[src/hdl/wpt_pkg.sv]
// Package with constants, register map and state types of the watchdog/power-fail timer
// Notes on behaviour
// RQ1: Watchdog restarts count on every bus START
// RQ2: Watchdog expiry sets flag, pulses irq low
// RQ3: Watchdog idle when clock select is zero
// RQ4: Power fail idle when clock select zero
// RQ5: Watchdog enable loads main count with one
// RQ6: Zero target at enable keeps watchdog off
// RQ7: Prescaler wraps to one, bumps main count
// RQ8: Watchdog always restarts after each expiry
// RQ9: Interval target spans, pulse one span capped
// RQ10: Short pulse remainder delays next interval
// RQ11: Zero prescale target uses default, 100Hz=10ms
// RQ12: Power fail counting starts on battery entry
// RQ13: Power fail expires at count FFh only
// RQ14: Power fail expiry holds irq, stops count
// RQ15: Flag clear restarts; enable toggle keeps flag
// RQ16: Count kept across return to main supply
// RQ17: Retained count cleared only by disable
// RQ18: Host should enable irq pin for watchdog
// RQ19: Disable sets main to zero, prescale one
// RQ20: Prescale overflows at target or default
// RQ21: Default prescale counts are design parameters
package wpt_pkg;
  // Clock figures
  localparam int CLK_PERIOD_NS = 100;
  // Tick periods per clock select code
  localparam int TICK1_NS = 244000;
  localparam int TICK2_NS = 1000000000;
  localparam int TICK3_NS = 10000000;
  localparam int TICK1_CYC = TICK1_NS / CLK_PERIOD_NS;
  localparam int TICK2_CYC = TICK2_NS / CLK_PERIOD_NS;
  localparam int TICK3_CYC = TICK3_NS / CLK_PERIOD_NS;
  // Longest interrupt pulse
  localparam int PULSE_MAX_NS = 210000000;
  localparam int PULSE_MAX_CYC = PULSE_MAX_NS / CLK_PERIOD_NS;
  // Default prescale counts per clock select code
  localparam logic [7:0] DEF_PRE1 = 8'h15;
  localparam logic [7:0] DEF_PRE2 = 8'h01;
  localparam logic [7:0] DEF_PRE3 = 8'h15;
  // Count limits and reset values
  localparam logic [7:0] PF_LAST = 8'hff;
  localparam logic [7:0] MAIN_RST = 8'h00;
  localparam logic [7:0] PRE_RST = 8'h01;
  localparam logic [7:0] ONE = 8'h01;
  localparam logic [1:0] TCS_OFF = 2'h0;
  // Register offsets
  localparam logic [7:0] OFS_CTRL = 8'h00;
  localparam logic [7:0] OFS_TARGET = 8'h01;
  localparam logic [7:0] OFS_PRESCALE = 8'h02;
  localparam logic [7:0] OFS_STATUS = 8'h03;
  localparam logic [7:0] OFS_MAIN = 8'h04;
  localparam logic [7:0] OFS_PRE = 8'h05;
  // Control field positions
  localparam int CTL_EN = 0;
  localparam int CTL_MODE = 1;
  localparam int CTL_OE = 2;
  localparam int CTL_PMS = 3;
  localparam int CTL_TCS = 4;
  // Status field positions
  localparam int STS_FLAG = 0;
  // Counter widths
  localparam int DIV_W = 24;
  localparam int PULSE_W = 24;

  // Timer mode
  typedef enum logic {
    WPT_WATCHDOG = 1'b0,
    WPT_POWERFAIL = 1'b1
  } wpt_mode_e;

  // Software control fields
  typedef struct packed {
    logic [1:0] tcs;
    logic pms;
    logic oe;
    wpt_mode_e mode;
    logic en;
  } wpt_ctrl_s;

  // Register bus request
  typedef struct packed {
    logic [7:0] addr;
    logic [7:0] wdata;
    logic wr;
    logic rd;
  } wpt_bus_s;

  // Whole timer state
  typedef struct packed {
    wpt_ctrl_s ctrl;
    logic [7:0] target;
    logic [7:0] pre_target;
    logic [7:0] main_count;
    logic [7:0] pre_count;
    logic [PULSE_W-1:0] pulse_cnt;
    logic in_pulse;
    logic in_pause;
    logic wd_ok;
    logic pf_run;
    logic pf_done;
    logic flag;
    logic irq_n;
    logic en_q;
    logic bat_q;
    logic [7:0] rdata;
  } wpt_state_s;

  // Synchroniser state
  typedef struct packed {
    logic meta;
    logic sync;
  } wpt_sync_s;
endpackage

[src/hdl/wpt_timer.sv]
// Watchdog and power-fail timer core with register port
`timescale 1ns/100ps
module wpt_timer import wpt_pkg::*; #(
  parameter int DIV1 = TICK1_CYC,
  parameter int DIV2 = TICK2_CYC,
  parameter int DIV3 = TICK3_CYC,
  parameter int PULSE_MAX = PULSE_MAX_CYC,
  parameter logic [7:0] DEF1 = DEF_PRE1,
  parameter logic [7:0] DEF2 = DEF_PRE2,
  parameter logic [7:0] DEF3 = DEF_PRE3
) (
  input wire logic clk,
  input wire logic rst_n,
  input wire logic [7:0] addr,
  input wire logic [7:0] wdata,
  input wire logic wr,
  input wire logic rd,
  output logic [7:0] rdata,
  input wire logic start_detect,
  input wire logic on_battery,
  output logic timer_irq_n
);
  wpt_state_s s; // Registered state
  wpt_state_s next_s; // Next state
  wpt_bus_s bus; // Bundled bus request
  logic bat; // Synchronised battery level
  logic tick; // Timer rate enable
  logic [7:0] pre_lim; // Effective prescale terminal
  logic ovf; // Prescale overflow this cycle
  logic en_rise; // Enable just set
  logic bat_rise; // Entry into battery mode
  logic bat_fall; // Return to main supply
  logic flag_clr; // Software clears flag
  logic flag_set; // Hardware sets flag
  logic wd_act; // Watchdog running
  logic pf_act; // Power fail counting
  logic [PULSE_W-1:0] pmax; // Pulse limit in cycles

  assign bus = '{addr: addr, wdata: wdata, wr: wr, rd: rd};
  assign pmax = PULSE_W'(PULSE_MAX - 1);

  // Battery pin crosses into clk domain
  wpt_sync2 u_bat_sync (
    .clk(clk),
    .rst_n(rst_n),
    .din(on_battery),
    .dout(bat)
  );

  // Tick at rate chosen by clock select
  wpt_tick_gen #(
    .DIV1(DIV1),
    .DIV2(DIV2),
    .DIV3(DIV3)
  ) u_tick (
    .clk(clk),
    .rst_n(rst_n),
    .sel(s.ctrl.tcs),
    .tick(tick)
  );

  // Prescale terminal: target or per-rate default
  always_comb begin
    if (s.pre_target != 8'h00) begin
      pre_lim = s.pre_target; // RQ20
    end else begin
      unique case (s.ctrl.tcs)
        2'h1: pre_lim = DEF1; // RQ21 RQ11
        2'h2: pre_lim = DEF2; // RQ21
        2'h3: pre_lim = DEF3; // RQ21
        default: pre_lim = ONE;
      endcase
    end
  end

  // Event decode
  assign en_rise = s.ctrl.en && !s.en_q;
  assign bat_rise = bat && !s.bat_q;
  assign bat_fall = !bat && s.bat_q;
  assign flag_clr = bus.wr && bus.addr == OFS_STATUS && !bus.wdata[STS_FLAG];
  assign wd_act = s.ctrl.en && s.ctrl.mode == WPT_WATCHDOG && s.wd_ok &&
                  s.ctrl.tcs != TCS_OFF && !en_rise; // RQ3
  // Count only while the synced battery level is still high, so the
  // cycle of the return to main supply cannot bump a held count
  assign pf_act = s.ctrl.en && s.ctrl.mode == WPT_POWERFAIL && s.pf_run && bat &&
                  !s.pf_done && s.ctrl.tcs != TCS_OFF; // RQ4 RQ12 RQ16
  assign ovf = tick && s.pre_count >= pre_lim;

  // Next state of the whole block
  always_comb begin
    next_s = s;
    flag_set = 1'b0;
    next_s.en_q = s.ctrl.en;
    next_s.bat_q = bat;
    // Register writes
    if (bus.wr) begin
      unique case (bus.addr)
        OFS_CTRL: next_s.ctrl = wpt_ctrl_s'(bus.wdata[5:0]);
        OFS_TARGET: next_s.target = bus.wdata;
        OFS_PRESCALE: next_s.pre_target = bus.wdata;
        default: ;
      endcase
    end
    // Register reads, data in following cycle
    next_s.rdata = 8'h00;
    if (bus.rd) begin
      unique case (bus.addr)
        OFS_CTRL: next_s.rdata = {2'h0, s.ctrl};
        OFS_TARGET: next_s.rdata = s.target;
        OFS_PRESCALE: next_s.rdata = s.pre_target;
        OFS_STATUS: next_s.rdata = {4'h0, bat, s.wd_ok, s.pf_done, s.flag};
        OFS_MAIN: next_s.rdata = s.main_count;
        OFS_PRE: next_s.rdata = s.pre_count;
        default: next_s.rdata = 8'h00;
      endcase
    end
    if (!s.ctrl.en) begin
      // Disabled: counters to defaults, flag untouched
      next_s.main_count = MAIN_RST; // RQ19 RQ17
      next_s.pre_count = PRE_RST; // RQ19
      next_s.in_pulse = 1'b0;
      next_s.in_pause = 1'b0;
      next_s.pf_done = 1'b0; // RQ15
      next_s.pf_run = 1'b0;
      next_s.wd_ok = 1'b0;
      next_s.irq_n = 1'b1;
    end else if (s.ctrl.mode == WPT_WATCHDOG) begin
      if (en_rise) begin
        // Arm only with a usable target
        next_s.wd_ok = s.target != 8'h00; // RQ6
        next_s.main_count = ONE; // RQ5
        next_s.pre_count = PRE_RST;
      end else if (!wd_act) begin
        // Held off: clock select zero or bad target
        next_s.irq_n = 1'b1; // RQ3
        next_s.in_pulse = 1'b0;
        next_s.in_pause = 1'b0;
      end else if (start_detect) begin
        // Bus activity: fresh cycle
        next_s.main_count = ONE; // RQ1
        next_s.pre_count = PRE_RST; // RQ1
        next_s.in_pulse = 1'b0;
        next_s.in_pause = 1'b0;
        next_s.irq_n = 1'b1;
      end else begin
        // Pulse window timing
        if (s.in_pulse || s.in_pause) begin
          next_s.pulse_cnt = s.pulse_cnt + 1'b1;
          if (s.pulse_cnt >= pmax) begin
            next_s.in_pulse = 1'b0; // RQ9
            next_s.in_pause = 1'b0; // RQ10
            next_s.irq_n = 1'b1; // RQ2
          end
        end
        // Prescaler and main count, frozen in remainder
        if (tick && !s.in_pause) begin
          if (ovf) begin
            next_s.pre_count = PRE_RST; // RQ7
            if (s.in_pulse && s.pulse_cnt < pmax) begin
              // Pulse ends after one prescale span
              next_s.in_pulse = 1'b0; // RQ9
              next_s.in_pause = 1'b1; // RQ10
              next_s.irq_n = 1'b1;
            end
            if (s.main_count >= s.target) begin
              // Expiry: flag, pulse, automatic restart
              flag_set = 1'b1; // RQ2
              next_s.main_count = ONE; // RQ8
              next_s.in_pulse = 1'b1;
              next_s.in_pause = 1'b0;
              next_s.pulse_cnt = '0;
              next_s.irq_n = !s.ctrl.oe; // RQ2
            end else begin
              next_s.main_count = s.main_count + ONE; // RQ7
            end
          end else begin
            next_s.pre_count = s.pre_count + ONE; // RQ7
          end
        end
      end
    end else begin
      // Power fail mode
      if (bat_rise || (en_rise && bat)) begin
        // Battery entry, or re-enable while already on battery
        next_s.pf_run = 1'b1; // RQ12 RQ15
        if (s.main_count == MAIN_RST && s.ctrl.tcs != TCS_OFF) begin
          // No load while the mode is held off by select zero
          next_s.main_count = ONE; // RQ12
          next_s.pre_count = PRE_RST;
        end
      end else if (bat_fall) begin
        next_s.pf_run = 1'b0; // RQ16
      end
      if (s.pf_done && flag_clr) begin
        // Flag cleared by software: restart
        next_s.pf_done = 1'b0; // RQ15
        next_s.main_count = ONE; // RQ15
        next_s.pre_count = PRE_RST;
        next_s.irq_n = 1'b1; // RQ15
      end else if (pf_act && tick) begin
        if (ovf) begin
          next_s.pre_count = PRE_RST; // RQ7
          next_s.main_count = s.main_count + ONE;
          if (s.main_count + ONE == PF_LAST) begin
            // Single event regardless of pulse mode
            flag_set = 1'b1; // RQ13 RQ14
            next_s.pf_done = 1'b1; // RQ14
            next_s.irq_n = !s.ctrl.oe; // RQ14
          end
        end else begin
          next_s.pre_count = s.pre_count + ONE; // RQ7
        end
      end
    end
    // Status flag: set beats clear
    if (flag_set) begin
      next_s.flag = 1'b1;
    end else if (flag_clr) begin
      next_s.flag = 1'b0; // RQ15
    end
  end

  // State register
  always_ff @(posedge clk or negedge rst_n) begin
    if (!rst_n) begin
      s <= '0;
      s.pre_count <= PRE_RST;
      s.irq_n <= 1'b1;
    end else begin
      s <= next_s;
    end
  end

  assign rdata = s.rdata;
  assign timer_irq_n = s.irq_n;

  logic [PULSE_W-1:0] low_cnt; // Length of current low in watchdog mode
  always_ff @(posedge clk or negedge rst_n) begin
    if (!rst_n) begin
      low_cnt <= '0;
    end else if (!s.irq_n && s.ctrl.mode == WPT_WATCHDOG) begin
      low_cnt <= low_cnt + 1'b1;
    end else begin
      low_cnt <= '0;
    end
  end
endmodule

[src/hdl/wpt_sync2.sv]
// Two-stage synchroniser for an asynchronous pin
`timescale 1ns/100ps
module wpt_sync2 import wpt_pkg::*; (
  input wire logic clk,
  input wire logic rst_n,
  input wire logic din,
  output logic dout
);
  wpt_sync_s s; // Stage registers
  wpt_sync_s next_s; // Next stage values

  // Shift pin through two stages
  always_comb begin
    next_s.meta = din;
    next_s.sync = s.meta;
  end

  // Register stages
  always_ff @(posedge clk or negedge rst_n) begin
    if (!rst_n) begin
      s <= '0;
    end else begin
      s <= next_s;
    end
  end

  assign dout = s.sync;
endmodule

[src/hdl/wpt_tick_gen.sv]
// Tick divider: one-cycle enable at the selected timer rate
`timescale 1ns/100ps
module wpt_tick_gen import wpt_pkg::*; #(
  parameter int DIV1 = TICK1_CYC,
  parameter int DIV2 = TICK2_CYC,
  parameter int DIV3 = TICK3_CYC
) (
  input wire logic clk,
  input wire logic rst_n,
  input wire logic [1:0] sel,
  output logic tick
);
  logic [DIV_W-1:0] cnt; // Cycle counter
  logic [DIV_W-1:0] next_cnt; // Next counter value
  logic [DIV_W-1:0] last; // Terminal count of chosen rate

  // Pick terminal count, wrap counter
  always_comb begin
    unique case (sel)
      2'h1: last = DIV_W'(DIV1 - 1);
      2'h2: last = DIV_W'(DIV2 - 1);
      2'h3: last = DIV_W'(DIV3 - 1);
      default: last = '0;
    endcase
    if (sel == TCS_OFF || cnt >= last) begin
      next_cnt = '0;
    end else begin
      next_cnt = cnt + 1'b1;
    end
  end

  // Counter register
  always_ff @(posedge clk or negedge rst_n) begin
    if (!rst_n) begin
      cnt <= '0;
    end else begin
      cnt <= next_cnt;
    end
  end

  // Tick on terminal count
  assign tick = (sel != TCS_OFF) && (cnt >= last);
endmodule

[config.mk]
export PLATFORM = sky130hd
export DESIGN_NAME = wpt_timer
export DESIGN_NICKNAME = d
export VERILOG_FILES = /design/src/hdl/wpt_pkg.sv /design/src/hdl/wpt_timer.sv /design/src/hdl/wpt_sync2.sv /design/src/hdl/wpt_tick_gen.sv
export SDC_FILE = /design/constraint.sdc
export NUM_CORES = 1
export LEC_CHECK = 0
export BUFFER_PORTS_ARGS = -buffer_cell sky130_fd_sc_hd__buf_2
export CORE_MARGIN = 2
export CORE_UTILIZATION = 56
export DETAILED_ROUTE_END_ITERATION = 7
export PLACE_DENSITY = 0.79
export SYNTH_ARGS = -nofsm -noshare
export SYNTH_HDL_FRONTEND = slang
export SYNTH_SLANG_ARGS = --single-unit
[constraint.sdc]
create_clock -name clk -period 3.26 [get_ports clk]
set_input_delay 0.163 -clock clk [delete_from_list [all_inputs] [get_ports clk]]
set_output_delay 0.163 -clock clk [all_outputs]
set_load 0.01 [all_outputs]
==> impl_metrics.env <==
export IMPL_total_power_mw=2.79
export IMPL_synth_edf_count=0
export IMPL_grt_busiest_layer="met2"
export IMPL_initial_antenna_violation_count=0
export IMPL_n_fill_cell=887
export IMPL_post_synth_most_frequent_cells="sky130_fd_sc_hd__dfrtp_1, sky130_fd_sc_hd__nor2_1, sky130_fd_sc_hd__nand2_1"
export IMPL_final_period_utilization=0.945
export IMPL_first_pass_iters=5
export IMPL_synthesis_area_um2=6470
export IMPL_placement_rows=39
export IMPL_clock_skew_final_ps=7.70
export IMPL_post_route_worst_setup_slack_ps=178
export IMPL_area_sequential_um2=2630
export IMPL_synth_seq_cells=105
export IMPL_unrepaired_setup_endpoints_after_global_routing="true"
export IMPL_post_synth_fa_ha_maj_area_fraction=0.0773
export IMPL_ys_seq_area_frac=0.406
export IMPL_fin_cells=858
export IMPL_maxCapViolCount=0
export IMPL_dominantRegCellSynth="sky130_fd_sc_hd__dfrtp_1"
export IMPL_hold_viol=0
export IMPL_max_slew_margin_rel=0.260
export IMPL_via_per_inst=6.27
export IMPL_cp_startpoint="s[78]"
export IMPL_vdd_ir_drop_worst_mv=0.461
export IMPL_clock_insertion_delay_worst_skew_ps=360
export IMPL_io_pin_count=31
export IMPL_final_layout_size_suffix_gt1_frac=0.172
export IMPL_core_area_um2=11400
export IMPL_use_met1=0.354
export IMPL_multi_input_area_um2=3570
export IMPL_antennaDiodeCount=0
export IMPL_critPathMaxFanout=10
export IMPL_worstMarginPinSlew_ps=1110
export IMPL_first_global_vias=5329
export IMPL_place_detailed_hpwl_mm=11.4
export IMPL_data_required_time_at_the_worst_endpoint_ps=3490
export IMPL_hold_class="input pin to async pin"
export IMPL_netlist_top_cell_by_area="sky130_fd_sc_hd__dfrtp_1"
export IMPL_synth_most_common_cell="sky130_fd_sc_hd__dfrtp_1"
export IMPL_synth_top_family_by_area="simple AND/OR/NAND/NOR gates"
export IMPL_regToRegStartpoint="s[78]"
export IMPL_yosys_top_cells_area="sky130_fd_sc_hd__dfrtp_1, sky130_fd_sc_hd__ha_1, sky130_fd_sc_hd__nor2_1"
export IMPL_worst_r2r_cell_count=10
export IMPL_timing_critical_path_to="s[54]"
export IMPL_regToRegEndpoint="s[54]"
export IMPL_met3_usage=0.0474
export IMPL_synth_net_count=737
export IMPL_finalMaxSlewViolations=0
export IMPL_synthesis_area_per_instance_um2=9.59
export IMPL_synth_area_mux_share=0.0572
export IMPL_globalRouteMet2Util=0.422
export IMPL_clock_tree_root_cell="sky130_fd_sc_hd__clkbuf_16"
export IMPL_status="complete, no violations"
export IMPL_synth_distinct_cells=74
export IMPL_grt_use_total=0.262
export IMPL_critical_path_endpoint_type="flip-flop"
export IMPL_cp_start_kind="flip-flop"
export IMPL_post_place_ws_ps=92.8
export IMPL_power_per_cell_area_nw_per_um2=389
export IMPL_numCtsBuffers=9
export IMPL_die_width_um=111
export IMPL_max_freq_mhz=325
export IMPL_die_area_um2=12400
export IMPL_timing_final_crit_period_ps=3080
export IMPL_numPlacedInstances=840
export IMPL_first_iter_violations=463
export IMPL_post_synth_and_or_nand_nor_area_fraction=0.209
export IMPL_grt_max_degree=91
export IMPL_route_vias_total=5376
export IMPL_grt_pass1_wl_mm=26.2
export IMPL_timing_worst_setup_path_type="flip-flop to flip-flop"
export IMPL_clock_path_buffers=2
export IMPL_num_nets_final=772
export IMPL_final_antenna_net_count=0
export IMPL_dieHeight_um=111
export IMPL_tritoncts="yes"
export IMPL_asyncSetResetFlopFracSynth=1.00
export IMPL_arrival_ps=3320
export IMPL_synth_compound_gate_area_share=0.142
export IMPL_cts_num_sinks=105
export IMPL_initial_utilization=0.569
export IMPL_post_route_drc_count=0
export IMPL_final_setup_vio_count=0
export IMPL_yosys_warnings=0
export IMPL_r2r_setup_slack_ps=180
export IMPL_synth_top_cell_area_share=0.398
export IMPL_synth_xor_xnor_area_share=0.0623
export IMPL_netlist_instances=675
export IMPL_areaGrowthSynthToFinish_pct=10.7
export IMPL_placer_congestion=0.958
export IMPL_gr_total_overflow=0
export IMPL_place_port_buffers=30
export IMPL_clk_pin_slew_worst_paths_ps=70
export IMPL_leakagePower_nw=3.19
export IMPL_detail_route_wl_per_cell_um=17.9
export IMPL_drt_wl_total_mm=15.4
export IMPL_cts_htree_levels=3
## what timing repair did
item / 4_1_cts / 5_1_grt
resized for setup: 0 / 7
setup endpoints to repair: 0 / 41
buffers inserted: 0 / 1
hold buffers: 1 / 0
hold endpoints to repair: 1 / 0
## worst max-delay path, stage by stage (launching register included)
cell	delay, ps
sky130_fd_sc_hd__dfrtp_1	480
sky130_fd_sc_hd__or2_1	390
sky130_fd_sc_hd__inv_4	120
sky130_fd_sc_hd__ha_1	290
sky130_fd_sc_hd__o21ai_0	80
sky130_fd_sc_hd__o21ai_0	200
sky130_fd_sc_hd__a31oi_1	130
sky130_fd_sc_hd__a21o_2	320
sky130_fd_sc_hd__a211oi_1	510
sky130_fd_sc_hd__o32a_2	310
sky130_fd_sc_hd__o221ai_1	120
## logic make-up (layout without fill, tap and decap cells)
logic type,after synthesis,in the layout
AO/OA/AOI/OAI,127,127
flip-flops,105,105
adder cells (fa/ha/maj),40,40
AND/OR/NAND/NOR,265,265
XOR/XNOR,46,46
buffers and inverters,64,104
multiplexers,28,28
## metal layers
layer  part of all wire  vias to the layer above
met5                  0                        -
met4              0.031                        0
met3              0.058                       42
met2               0.47                      206
met1               0.44                     2621
li1                   -                     2507
## final cells by class
type | count | area share
inverter | 36 | 0.0192
clock inverter | 7 | 0.0138
timing repair buffer | 52 | 0.0452
sequential | 105 | 0.367
clock buffer | 9 | 0.0314
tap | 143 | 0.0250
multi-input combinational | 506 | 0.498
## worst min path at each step
stage | cells after the start | end | slack [ps] | start
global route | 2 | s[64] | 40 | wdata[7]
floorplan | 0 | next_s[9] | -130 | rst_n
finish | 1 | s[24] | 10 | rst_n
global placement | 1 | u_bat_sync.next_s[0] | 280 | on_battery
CTS | 2 | s[64] | 40 | wdata[7]
detailed placement | 1 | u_bat_sync.next_s[0] | 280 | on_battery
## registers in the layout, indices dropped and copies added (netlist names)
signal and count:
u_bat_sync.next_s 1, next_s 1, u_bat_sync.dout 1, u_tick.cnt 24, rdata 8, s 69
timer_irq_n 1
## report_power, final
part | switching (mW) | internal (mW)
combinational | 0.156 | 0.0949
clock | 0.512 | 0.680
sequential | 0.0232 | 1.32
total | 0.692 | 2.09
## metrics by stage
step           hold slack (ps)   util  cell area (µm²)  TNS [ps]
5_1_grt                   37.7  0.630             7160     -36.7
2_1_floorplan             -133      -             6470         0
3_3_place_gp               279  0.598             6800         0
6_report                  10.3  0.630             7160         0
4_1_cts                   36.7  0.627             7130         0
3_5_place_dp               280  0.598             6800         0
## cells in the final DEF (no fill, tap or decap), types with 8 or more instances in the layout
| master | n |
|---|---|
| sky130_fd_sc_hd__mux2_2 | 22 |
| sky130_fd_sc_hd__nand4_1 | 23 |
| sky130_fd_sc_hd__clkbuf_16 | 9 |
| sky130_fd_sc_hd__ha_1 | 40 |
| sky130_fd_sc_hd__buf_2 | 29 |
| sky130_fd_sc_hd__dfrtp_1 | 103 |
| sky130_fd_sc_hd__a22oi_1 | 9 |
| sky130_fd_sc_hd__a21oi_1 | 26 |
| sky130_fd_sc_hd__xor2_1 | 23 |
| sky130_fd_sc_hd__nand2_1 | 45 |
| sky130_fd_sc_hd__and3_1 | 14 |
| sky130_fd_sc_hd__nor4_1 | 9 |
| sky130_fd_sc_hd__a21o_1 | 8 |
| sky130_fd_sc_hd__o21ai_0 | 18 |
| sky130_fd_sc_hd__inv_1 | 35 |
| sky130_fd_sc_hd__nand3_1 | 33 |
| sky130_fd_sc_hd__xnor2_1 | 23 |
| sky130_fd_sc_hd__nor3_1 | 13 |
| sky130_fd_sc_hd__nor2_1 | 91 |
| sky130_fd_sc_hd__buf_4 | 21 |
Power figures use the tool's default switching activity.
